$ cat config.mk
export PLATFORM = sky130hd
export DESIGN_NAME = bidirectional_shift_register
export DESIGN_NICKNAME = d
export VERILOG_FILES = /design/src/shift_reg_pkg.sv /design/src/bidirectional_shift_register.sv
export SDC_FILE = /design/constraint.sdc
export NUM_CORES = 1
export LEC_CHECK = 0
export BUFFER_PORTS_ARGS = -buffer_cell sky130_fd_sc_hd__buf_2
export CAP_MARGIN = 20
export CELL_PAD_IN_SITES_DETAIL_PLACEMENT = 1
export CELL_PAD_IN_SITES_GLOBAL_PLACEMENT = 1
export CORE_UTILIZATION = 35
export DETAILED_ROUTE_END_ITERATION = 6
export PLACE_DENSITY_LB_ADDON = 0.1
export RECOVER_POWER = 100
export SETUP_SLACK_MARGIN = 0.2
export SLEW_MARGIN = 20
export SYNTH_ARGS = -nofsm -noshare
export SYNTH_HDL_FRONTEND = slang
export SYNTH_SLANG_ARGS = --single-unit
$ cat constraint.sdc
create_clock -name clk -period 18.5 [get_ports clk]
set_clock_uncertainty 0.05 [all_clocks]
set_input_delay 1.85 -clock clk [delete_from_list [all_inputs] [get_ports clk]]
set_output_delay 1.85 -clock clk [all_outputs]
set_load 0.005 [all_outputs]
$ cat src/shift_reg_pkg.sv
// Package with constants and carrier types for the bidirectional shift register.
package shift_reg_pkg;

  localparam int unsigned STAGES     = 8;
  localparam int unsigned WORD_WIDTH = 32;
  localparam logic        MODE_RESET = 1'b0;
  localparam int unsigned BUF_DEPTH  = 2;

  // ----------------------------------------------------------------------
  // Carrier types
  // ----------------------------------------------------------------------
  typedef logic signed [WORD_WIDTH-1:0] word_t;

  // One shift command as it travels through the input buffer.
  typedef struct packed {
    logic  fwd;
    logic  bwd;
    logic  clr;
    logic  fwd_bit;
    logic  bwd_bit;
    word_t fwd_word;
    word_t bwd_word;
  } shift_cmd_t;

  typedef struct packed {
    logic [STAGES-1:0] bits;
  } bit_fields_t;

endpackage

$ cat src/bidirectional_shift_register.sv
// Eight-stage bidirectional shift register with bit and double-word formats.
//
// How it works
// - Block queues no new commands while block_enable is low.
// - Each shift pulse accepted while the buffer has room loads a new value at the entry end, moving others.
// - The value at the far end is discarded on every shift.
// - Bit and double-word formats, chosen by mode, share shift and clear.
// - Bit mode uses the bit inputs and shows eight bit fields.
// - Word mode uses the word inputs and shows eight word fields.
// - Forward pulse puts forward input into field one.
// - Backward pulse puts backward input into field eight.
// - Forward shift moves field k to field k plus one.
// - Backward shift moves field k to field k minus one.
// - Clear while enabled zeroes every field in either format.
// - Word fields and inputs are signed 32-bit values.
// - Mode defaults to bit operation.
// - In bit mode word inputs and outputs have no effect.
`timescale 1ns/1ns
module bidirectional_shift_register #(
  parameter int unsigned STAGES = shift_reg_pkg::STAGES
) (
  input  wire logic                                   clk,
  input  wire logic                                   rst,
  input  wire logic                                   block_enable,
  input  wire logic                                   double_word_mode,
  input  wire logic                                   forward_shift_pulse,
  input  wire logic                                   backward_shift_pulse,
  input  wire logic                                   register_clear,
  input  wire logic                                   forward_bit_in,
  input  wire logic                                   backward_bit_in,
  input  wire shift_reg_pkg::word_t                   forward_word_in,
  input  wire shift_reg_pkg::word_t                   backward_word_in,
  input  wire logic                                   out_ready,
  output logic                                        in_ready,
  output logic                                        out_valid,
  output logic                                        mode_q,
  output logic [STAGES-1:0]                           bit_fields_q,
  output shift_reg_pkg::word_t [STAGES-1:0]           word_fields_q
);

  // ----------------------------------------------------------------------
  // Edge detection of the shift pulses
  // ----------------------------------------------------------------------
  logic fwd_prev_q;
  logic bwd_prev_q;
  wire  fwd_rise = forward_shift_pulse & ~fwd_prev_q;
  wire  bwd_rise = backward_shift_pulse & ~bwd_prev_q;

  // Edges are tracked even while disabled, so enabling with a coil held
  // high does not fake a shift.
  always_ff @(posedge clk or posedge rst)
  begin
    if (rst)
    begin
      fwd_prev_q <= 1'b0;
      bwd_prev_q <= 1'b0;
    end
    else
    begin
      fwd_prev_q <= forward_shift_pulse;
      bwd_prev_q <= backward_shift_pulse;
    end
  end

  // ----------------------------------------------------------------------
  // Mode register
  // ----------------------------------------------------------------------
  // The mode is latched only while disabled, so a format change never
  // happens in the middle of a running sequence.
  always_ff @(posedge clk or posedge rst)
  begin
    if (rst)
      mode_q <= shift_reg_pkg::MODE_RESET;
    else if (!block_enable)
      mode_q <= double_word_mode;
  end

  // ----------------------------------------------------------------------
  // Two-entry command buffer
  // ----------------------------------------------------------------------
  shift_reg_pkg::shift_cmd_t cmd_in;
  shift_reg_pkg::shift_cmd_t buf_q [shift_reg_pkg::BUF_DEPTH];
  logic [1:0] count_q;
  logic       wr_ptr_q;
  logic       rd_ptr_q;

  wire push_req = block_enable & (fwd_rise | bwd_rise | register_clear);
  wire full     = (count_q == 2'd2);
  wire empty    = (count_q == 2'd0);
  wire do_push  = push_req & ~full;
  wire do_pop   = ~empty & out_ready;

  assign cmd_in.fwd      = fwd_rise;
  assign cmd_in.bwd      = bwd_rise;
  assign cmd_in.clr      = register_clear;
  assign cmd_in.fwd_bit  = forward_bit_in;
  assign cmd_in.bwd_bit  = backward_bit_in;
  assign cmd_in.fwd_word = forward_word_in;
  assign cmd_in.bwd_word = backward_word_in;

  always_ff @(posedge clk or posedge rst)
  begin
    if (rst)
    begin
      count_q  <= 2'd0;
      wr_ptr_q <= 1'b0;
      rd_ptr_q <= 1'b0;
      buf_q[0] <= '0;
      buf_q[1] <= '0;
    end
    else
    begin
      if (do_push)
      begin
        buf_q[wr_ptr_q] <= cmd_in;
        wr_ptr_q        <= ~wr_ptr_q;
      end
      if (do_pop)
        rd_ptr_q <= ~rd_ptr_q;
      count_q <= count_q + {1'b0, do_push} - {1'b0, do_pop};
    end
  end

  always_ff @(posedge clk or posedge rst)
  begin
    if (rst)
    begin
      in_ready  <= 1'b1;
      out_valid <= 1'b0;
    end
    else
    begin
      in_ready  <= (count_q + {1'b0, do_push} - {1'b0, do_pop}) != 2'd2;
      out_valid <= (count_q + {1'b0, do_push} - {1'b0, do_pop}) != 2'd0;
    end
  end

  // ----------------------------------------------------------------------
  // Shift datapath
  // ----------------------------------------------------------------------
  shift_reg_pkg::shift_cmd_t cmd;
  assign cmd = buf_q[rd_ptr_q];

  // Clear has priority; a simultaneous forward and backward edge runs
  // forward only, which keeps one shift per command.
  wire apply_clr = do_pop & cmd.clr;
  wire apply_fwd = do_pop & ~cmd.clr & cmd.fwd;
  wire apply_bwd = do_pop & ~cmd.clr & ~cmd.fwd & cmd.bwd;
  wire bit_mode  = ~mode_q;
  wire word_mode = mode_q;

  logic [STAGES-1:0]                 bit_d;
  shift_reg_pkg::word_t [STAGES-1:0] word_d;

  // far-end value drops out of the concatenation.
  assign bit_d = apply_clr ? '0 :
                 apply_fwd ? {bit_fields_q[STAGES-2:0], cmd.fwd_bit} :
                 apply_bwd ? {cmd.bwd_bit, bit_fields_q[STAGES-1:1]} :
                 bit_fields_q;
  assign word_d = apply_clr ? '0 :
                  apply_fwd ? {word_fields_q[STAGES-2:0], cmd.fwd_word} :
                  apply_bwd ? {cmd.bwd_word, word_fields_q[STAGES-1:1]} :
                  word_fields_q;

  // Only the active format's storage moves; the other holds, except that a clear zeroes both.
  always_ff @(posedge clk or posedge rst)
  begin
    if (rst)
    begin
      bit_fields_q  <= '0;
      word_fields_q <= '0;
    end
    else
    begin
      if (bit_mode | apply_clr)
        bit_fields_q <= bit_d;
      if (word_mode | apply_clr)
        word_fields_q <= word_d;
    end
  end

  // ----------------------------------------------------------------------
  // Checks
  // ----------------------------------------------------------------------
  a_disabled_hold: assert property (
    @(posedge clk) disable iff (rst)
    (!block_enable && empty) |=> $stable(bit_fields_q)
      && $stable(word_fields_q))
    else $error("fields changed while disabled and idle");
  a_fwd_entry: assert property (
    @(posedge clk) disable iff (rst)
    (apply_fwd && bit_mode) |=> bit_fields_q[0] == $past(cmd.fwd_bit)
      && bit_fields_q[STAGES-1:1] == $past(bit_fields_q[STAGES-2:0]))
    else $error("forward bit shift wrong");
  a_bwd_entry: assert property (
    @(posedge clk) disable iff (rst)
    (apply_bwd && word_mode) |=> word_fields_q[STAGES-1] ==
      $past(cmd.bwd_word))
    else $error("backward word entry wrong");
  a_clear_zero: assert property (
    @(posedge clk) disable iff (rst)
    apply_clr |=> bit_fields_q == '0 && word_fields_q == '0)
    else $error("clear did not zero fields");
  // The queue fill level is watched rather than the push strobe, so a
  // gating fault anywhere on the way into the buffer shows up in any disabled cycle without a pop.
  a_no_push_off: assert property (
    @(posedge clk) disable iff (rst)
    !block_enable |=> count_q <= $past(count_q))
    else $error("command taken while disabled");
  a_word_frozen: assert property (
    @(posedge clk) disable iff (rst)
    (bit_mode && !apply_clr) |=> $stable(word_fields_q))
    else $error("word fields moved in bit mode");
  a_one_push: assert property (
    @(posedge clk) disable iff (rst)
    (do_push && !do_pop) |=> count_q == $past(count_q) + 2'd1)
    else $error("edge did not queue exactly one command");
  a_mode_held: assert property (
    @(posedge clk) disable iff (rst)
    block_enable |=> $stable(mode_q))
    else $error("mode changed while enabled");

endmodule

# After elaboration in Yosys (flattened, before gate mapping)
# Index checks and enable logic that the tools add are counted.
[word_totals]
regBits = 411
latchBits = 0
ramBits = 0
rom_bits = 0
out_inout_bits = 267
word_cells = 81
mem_count = 0
[classes]
add_sub_neg = 2
multipliers = 0
div = 0
n_lt_le_gt_ge = 3
eq_ne = 2
shifts = 0
n_mux = 12
n_bitwise = 25
n_reduce_logical = 6
[ops]
columns = ["op", "count"]
rows = [
  ["256-bit two-way mux", 3],
  ["69-bit two-way mux", 4],
  ["138-bit bitwise mux", 1],
  ["69-bit demux with 1-bit select", 1],
  ["8-bit two-way mux", 3],
  ["1-bit bitwise AND", 10],
  ["1-bit NOT", 9],
  ["2-bit greater-or-equal comparator, second input constant", 2],
  ["1-bit NOT with 2-bit output", 2],
  ["1-bit bitwise OR", 4],
  ["2-bit AND reduction", 2],
  ["3-bit nonzero test", 1],
  ["2-bit by 1-bit adder with 2-bit output", 1],
  ["2-bit == test, second input constant", 1],
  ["2-bit zero test", 1],
  ["2-bit by 1-bit < comparator with 1-bit output, second input constant", 1],
  ["2-bit inequality test, second input constant", 1],
  ["2-bit nonzero test", 1],
  ["2-bit by 1-bit subtractor with 2-bit output", 1],
  ["1-bit logical AND", 1],
]

# Logic depth before layout (Yosys ltp)
[logic_depth]
depth_word = 11
depth_mapped = 9
ltp_nobuf = 8

# Least setup slack after synthesis
# OpenSTA, ideal clock, no wires.
[synth_timing]
kind = "in2reg"
startpoint = "input port backward_shift_pulse"
endpoint = "register in_ready"
setup_time_ps = 84
arrival_ps = 3305
path_slack_ps = 15060
path_stages = 8
n_path_buf = 0
path_cell_list = "nor2b_2 o311ai_4 ha_1 inv_1 ha_1 xor2_1 xnor2_1 or2_2"
[synth_between]
elab_chain_cells = 8
[synth_lines]
columns = ["element", "line", "rtl"]
rows = [
  ["start, declared", "bidirectional_shift_register.sv:27", "input wire logic backward_shift_pulse,"],
  ["1-bit bitwise AND", "bidirectional_shift_register.sv:47", "wire bwd_rise = backward_shift_pulse & ~bwd_prev_q;"],
  ["1-bit bitwise OR (2 in series)", "bidirectional_shift_register.sv:87", "wire push_req = block_enable & (fwd_rise | bwd_rise | register_clear);"],
  ["1-bit bitwise AND", "bidirectional_shift_register.sv:87", ""],
  ["1-bit bitwise AND", "bidirectional_shift_register.sv:90", "wire do_push = push_req & ~full;"],
  ["2-bit by 1-bit adder with 2-bit output", "bidirectional_shift_register.sv:133", "in_ready <= (count_q + {1'b0, do_push} - {1'b0, do_pop}) != 2'd2;"],
  ["2-bit by 1-bit subtractor with 2-bit output", "bidirectional_shift_register.sv:133", ""],
  ["2-bit inequality test", "bidirectional_shift_register.sv:133", ""],
  ["end signal, assigned", "bidirectional_shift_register.sv:128", "in_ready <= 1'b1;"],
  ["end signal, assigned", "bidirectional_shift_register.sv:133", ""],
  ["end, declared", "bidirectional_shift_register.sv:34", "output logic in_ready,"],
]
# No other way between the ends.
# A chain may end at the register's enable or synchronous reset.

# Worst setup path after layout
[layout_timing]
startpoint = "input port out_ready"
endpoint = "register word_fields_q[11] in the netlist's numbering"
[layout_between]
elab_chain_cells = 6
[layout_lines]
columns = ["element", "line", "rtl"]
rows = [
  ["start, declared", "bidirectional_shift_register.sv:33", "input wire logic out_ready,"],
  ["1-bit bitwise AND (*)", "bidirectional_shift_register.sv:91", "wire do_pop = ~empty & out_ready;"],
  ["named net do_pop", "bidirectional_shift_register.sv:91", ""],
  ["1-bit bitwise AND", "bidirectional_shift_register.sv:147, bidirectional_shift_register.sv:148", ""],
  ["1-bit bitwise AND (2 in series)", "bidirectional_shift_register.sv:148", "wire apply_bwd = do_pop & ~cmd.clr & ~cmd.fwd & cmd.bwd;"],
  ["3-bit nonzero test (no line)", "--", ""],
  ["2-bit AND reduction (no line)", "--", ""],
  ["end signal, assigned", "bidirectional_shift_register.sv:178", "word_fields_q <= word_d;"],
  ["end, declared", "bidirectional_shift_register.sv:38", "output shift_reg_pkg::word_t [STAGES-1:0] word_fields_q"],
]
# The timed path passes the listed nets; every way through them passes the cells marked *.

==> metrics.md <==
| Metric | Value |
|---|---|
| Yosys reg bits | `roughly 400` |
| Routability cong. | `~0.8` |
| Most frequent cells in the layout | `dfrtp_1 (409), mux2i_1 (265), clkbuf_1 (209)` |
| CP required | `around 19 ns` |
| Area of the multi-input gates | `between 0.007 and 0.008 mm2` |
| Max VDD drop | `0.000101 V` |
| Hold Slack | `0.435 ns` |
| Register area | `between 0.01 and 0.015 mm2` |
| Yosys warns | `0` |
| FMAX | `around 0.1 GHz` |
| Most common cell after layout, fill and taps aside | `dfrtp_1` |
| Hold Crit Class | `register to register` |
| Core Util, Final | `a little over two fifths` |
| Routed len/inst | `approximately 25 um` |
| Chip width | `between 200 and 250 um` |
| RSZ-0062 raised after global routing | `no` |
| Drt drc | `0` |
| Fillcell total | `around 5500` |
| Max Slew Vio Count | `slightly below 600` |
| Critical Path Start | `out_ready` |
| Leakage | `a little under 10 nW` |
| Final period util | `53.2%` |
| Core Area | `0.0517 mm2` |
| GRT Residual Overflow | `0` |
| # resized after CTS | `0` |
| Initial antenna violation count | `5` |
| CTS Buffer Depth | `3` |
| Row count | `83` |
| Share of the synthesized area in the top cell type | `a little under three fifths` |
| Minimum clock period | `approximately 9.8 ns` |
| Cell Area, Synth | `approximately 0.018 mm2` |
| Sequential area share after synthesis | `between 50 and 60%` |
| Number of global-route vias before repair | `14100` |
| Clk sinks | `411` |
| Max FO, Critical Path | `79` |
| Final Hold Fails | `0` |
| H-tree lvl count | `2` |
| Boundary pin count | `roughly 340` |
| Largest cells by area after synthesis | `dfrtp_1 (56%), mux2i_1 (14%), o2bb2ai_1 (9.4%)` |
| Status | `finished, violations left` |
| Hold-fix buffers, CTS | `0` |
| Setup TNS | `0 ns` |
| Largest net degree at the start of global routing | `between 100 and 150` |
| CP endpoint kind | `register` |
| TritonCTS Buffers | `49` |
| Yosys top cell by area | `dfrtp_1` |
| Worst EP arrival | `approximately 10 ns` |
| Final Setup Violations | `0` |
| Post-DP HPWL | `roughly 39000 um` |
| Syn Nets | `1439` |
| Clock Latency Late Sink | `about 0.58 ns` |
| DR vias | `approximately 13000` |
| Buffers on Ports | `340` |
| CP Class | `input port to register` |
| GRT Overall Usage | `roughly 22%` |
| Count of different cell masters after synthesis | `33` |
| Worst hold start | `buf_q[72]$_DFFE_PP0P_` |
| Syn-to-layout area delta | `18.5%` |
| Max-Cap Viols | `11` |
| Layout net count | `around 1700` |
| Antenna-violating nets left | `0` |
| Reg2reg start | `count_q[1]$_DFF_PP0_` |
| Share of cells above drive strength 1 | `17.3%` |
| Clk root buf | `clkbuf_16` |
| Die height | `between 200 and 250 um` |
| Power per cell area | `around 150 mW/mm2` |
| Critical Path Source Type | `input port` |
| Failing checks | `capacitance limit, slew limit` |
| Worst Max-Slew Pin Slew | `4.69 ns` |
| CTS tree | `done` |
| Initial DRC Count | `approximately 690` |
| Syn Area/Cell | `approximately 14 um2` |
| Rel. slew slack | `-213%` |
| Post-CTS Setup Inserts | `0` |
| First-pass GRT wire length | `90500 um` |
| Mapped Cells | `between 1000 and 1500` |
| Final Total Pwr | `roughly 3.3 mW` |
| Post-Route WL | `around 59000 um` |
| First-pass DRT Iterations | `4` |
| Clock Pin Slew Worst Setup and Hold Paths | `roughly 0.060 ns` |
| Die area | `0.0536 mm2` |
| Via-to-Cell Ratio | `~5.4` |
| Initial Utilization | `35.7%` |
| Final worst slack | `just under 9 ns` |
| Post-Place Worst Slack | `13.47 ns` |
synthesized netlist by cell type:
| library cell | n |
|---|---|
| mux2i_1 | 266 |
| and2b_1 | 1 |
| nand2b_1 | 68 |
| dfstp_2 | 1 |
| and3_1 | 2 |
| a32o_1 | 66 |
| or2_1 | 1 |
| xnor2_1 | 3 |
| a21oi_1 | 2 |
| nor3_1 | 1 |
| buf_2 | 66 |
| mux2_1 | 88 |
| mux2_2 | 52 |
| buf_6 | 7 |
| nor2_1 | 5 |
| clkbuf_1 | 26 |
| inv_2 | 1 |
| dfrtp_1 | 410 |
| o21ai_2 | 1 |
| o2bb2ai_1 | 198 |
| or2_2 | 1 |
| xor2_1 | 1 |
| o311ai_4 | 1 |
| nor3_4 | 1 |
| nand2_1 | 66 |
| mux2_4 | 1 |
| nand3_1 | 3 |
| nor2b_2 | 1 |
| buf_1 | 6 |
| buf_4 | 10 |
| ha_1 | 2 |
| inv_1 | 4 |
| a31oi_1 | 1 |
critical path, stage by stage:
cell and delay [ns]:
buf_2 0.10, o21ai_0 0.30, clkinv_1 0.32, a31oi_1 2.36, clkbuf_1 2.95, clkbuf_1 2.01
a32o_1 0.26
cells by family (layout without fill, tap and decap cells):
logic type	after synthesis	after routing	share of synthesized area [%]
AOI/OAI and AO/OA	269	269	13.3
xor gates and xnor gates	4	4	0.190
adders and majority gates	2	2	0.136
buffers and inverters	120	448	3.38
DFF	411	411	55.8
muxes	407	407	23.1
other	0	1	0
and+or+nand+nor	150	150	4.17
state kept, by name, summed over array words and instances, names as in the netlist:
register and count:
in_ready 1, wr_ptr_q 1, out_valid 1, bit_fields_q 8, bwd_prev_q 1, rd_ptr_q 1
word_fields_q 256, mode_q 1, fwd_prev_q 1, count_q 2, buf_q 138
where the power goes:
group | total [mW] | internal, mW | switching (mW)
combinational | 1.10 | 0.465 | 0.634
sequential | 1.28 | 1.12 | 0.163
clock | 0.932 | 0.552 | 0.379
worst paths after layout:
path / endpoint / slack (ns) / cells after the start
setup / recovery: word_fields_q[11]$_DFFE_PP0P_ / 8.67 / 7
hold / removal: buf_q[72]$_DFFE_PP0P_ / 0.44 / 1
setup reg to reg: word_fields_q[11]$_DFFE_PP0P_ / 9.26 / 6
hold reg to reg: buf_q[72]$_DFFE_PP0P_ / 0.44 / 1
max in group asynchronous: buf_q[41]$_DFFE_PP0P_ / 10.29 / 5
min in group asynchronous: buf_q[133]$_DFFE_PP0P_ / 1.87 / 2
per-layer routing:
metal | vias to the layer above | global-route usage (%) | share of wire [%]
met3 | 67 | 6.08 | 6.9
met2 | 295 | 38.4 | 50
met1 | 6832 | 27.4 | 41
met5 | - | 0 | 0.013
met4 | 2 | 5.42 | 1.9
li1 | 5708 | - | -
area by class of cell:
cell class / count / area share [%]
inverter: 5 / 0.0916
multi-input combinational: 832 / 34.6
sequential: 411 / 47.1
antenna: 1 / 0.0115
clock buffer: 80 / 6.92
clock inverter: 5 / 0.115
timing repair buffer: 358 / 7.33
tap: 680 / 3.89
stage by stage:
stage / area, um2 / std cells
floorplan: 18400 / 1363
global placement: 20600 / 2283
detailed placement: 20600 / 2284
CTS: 22200 / 2369
global route: 21900 / 2371
finish: 21900 / 2372
Note: power is estimated with default switching activity, not from simulation.
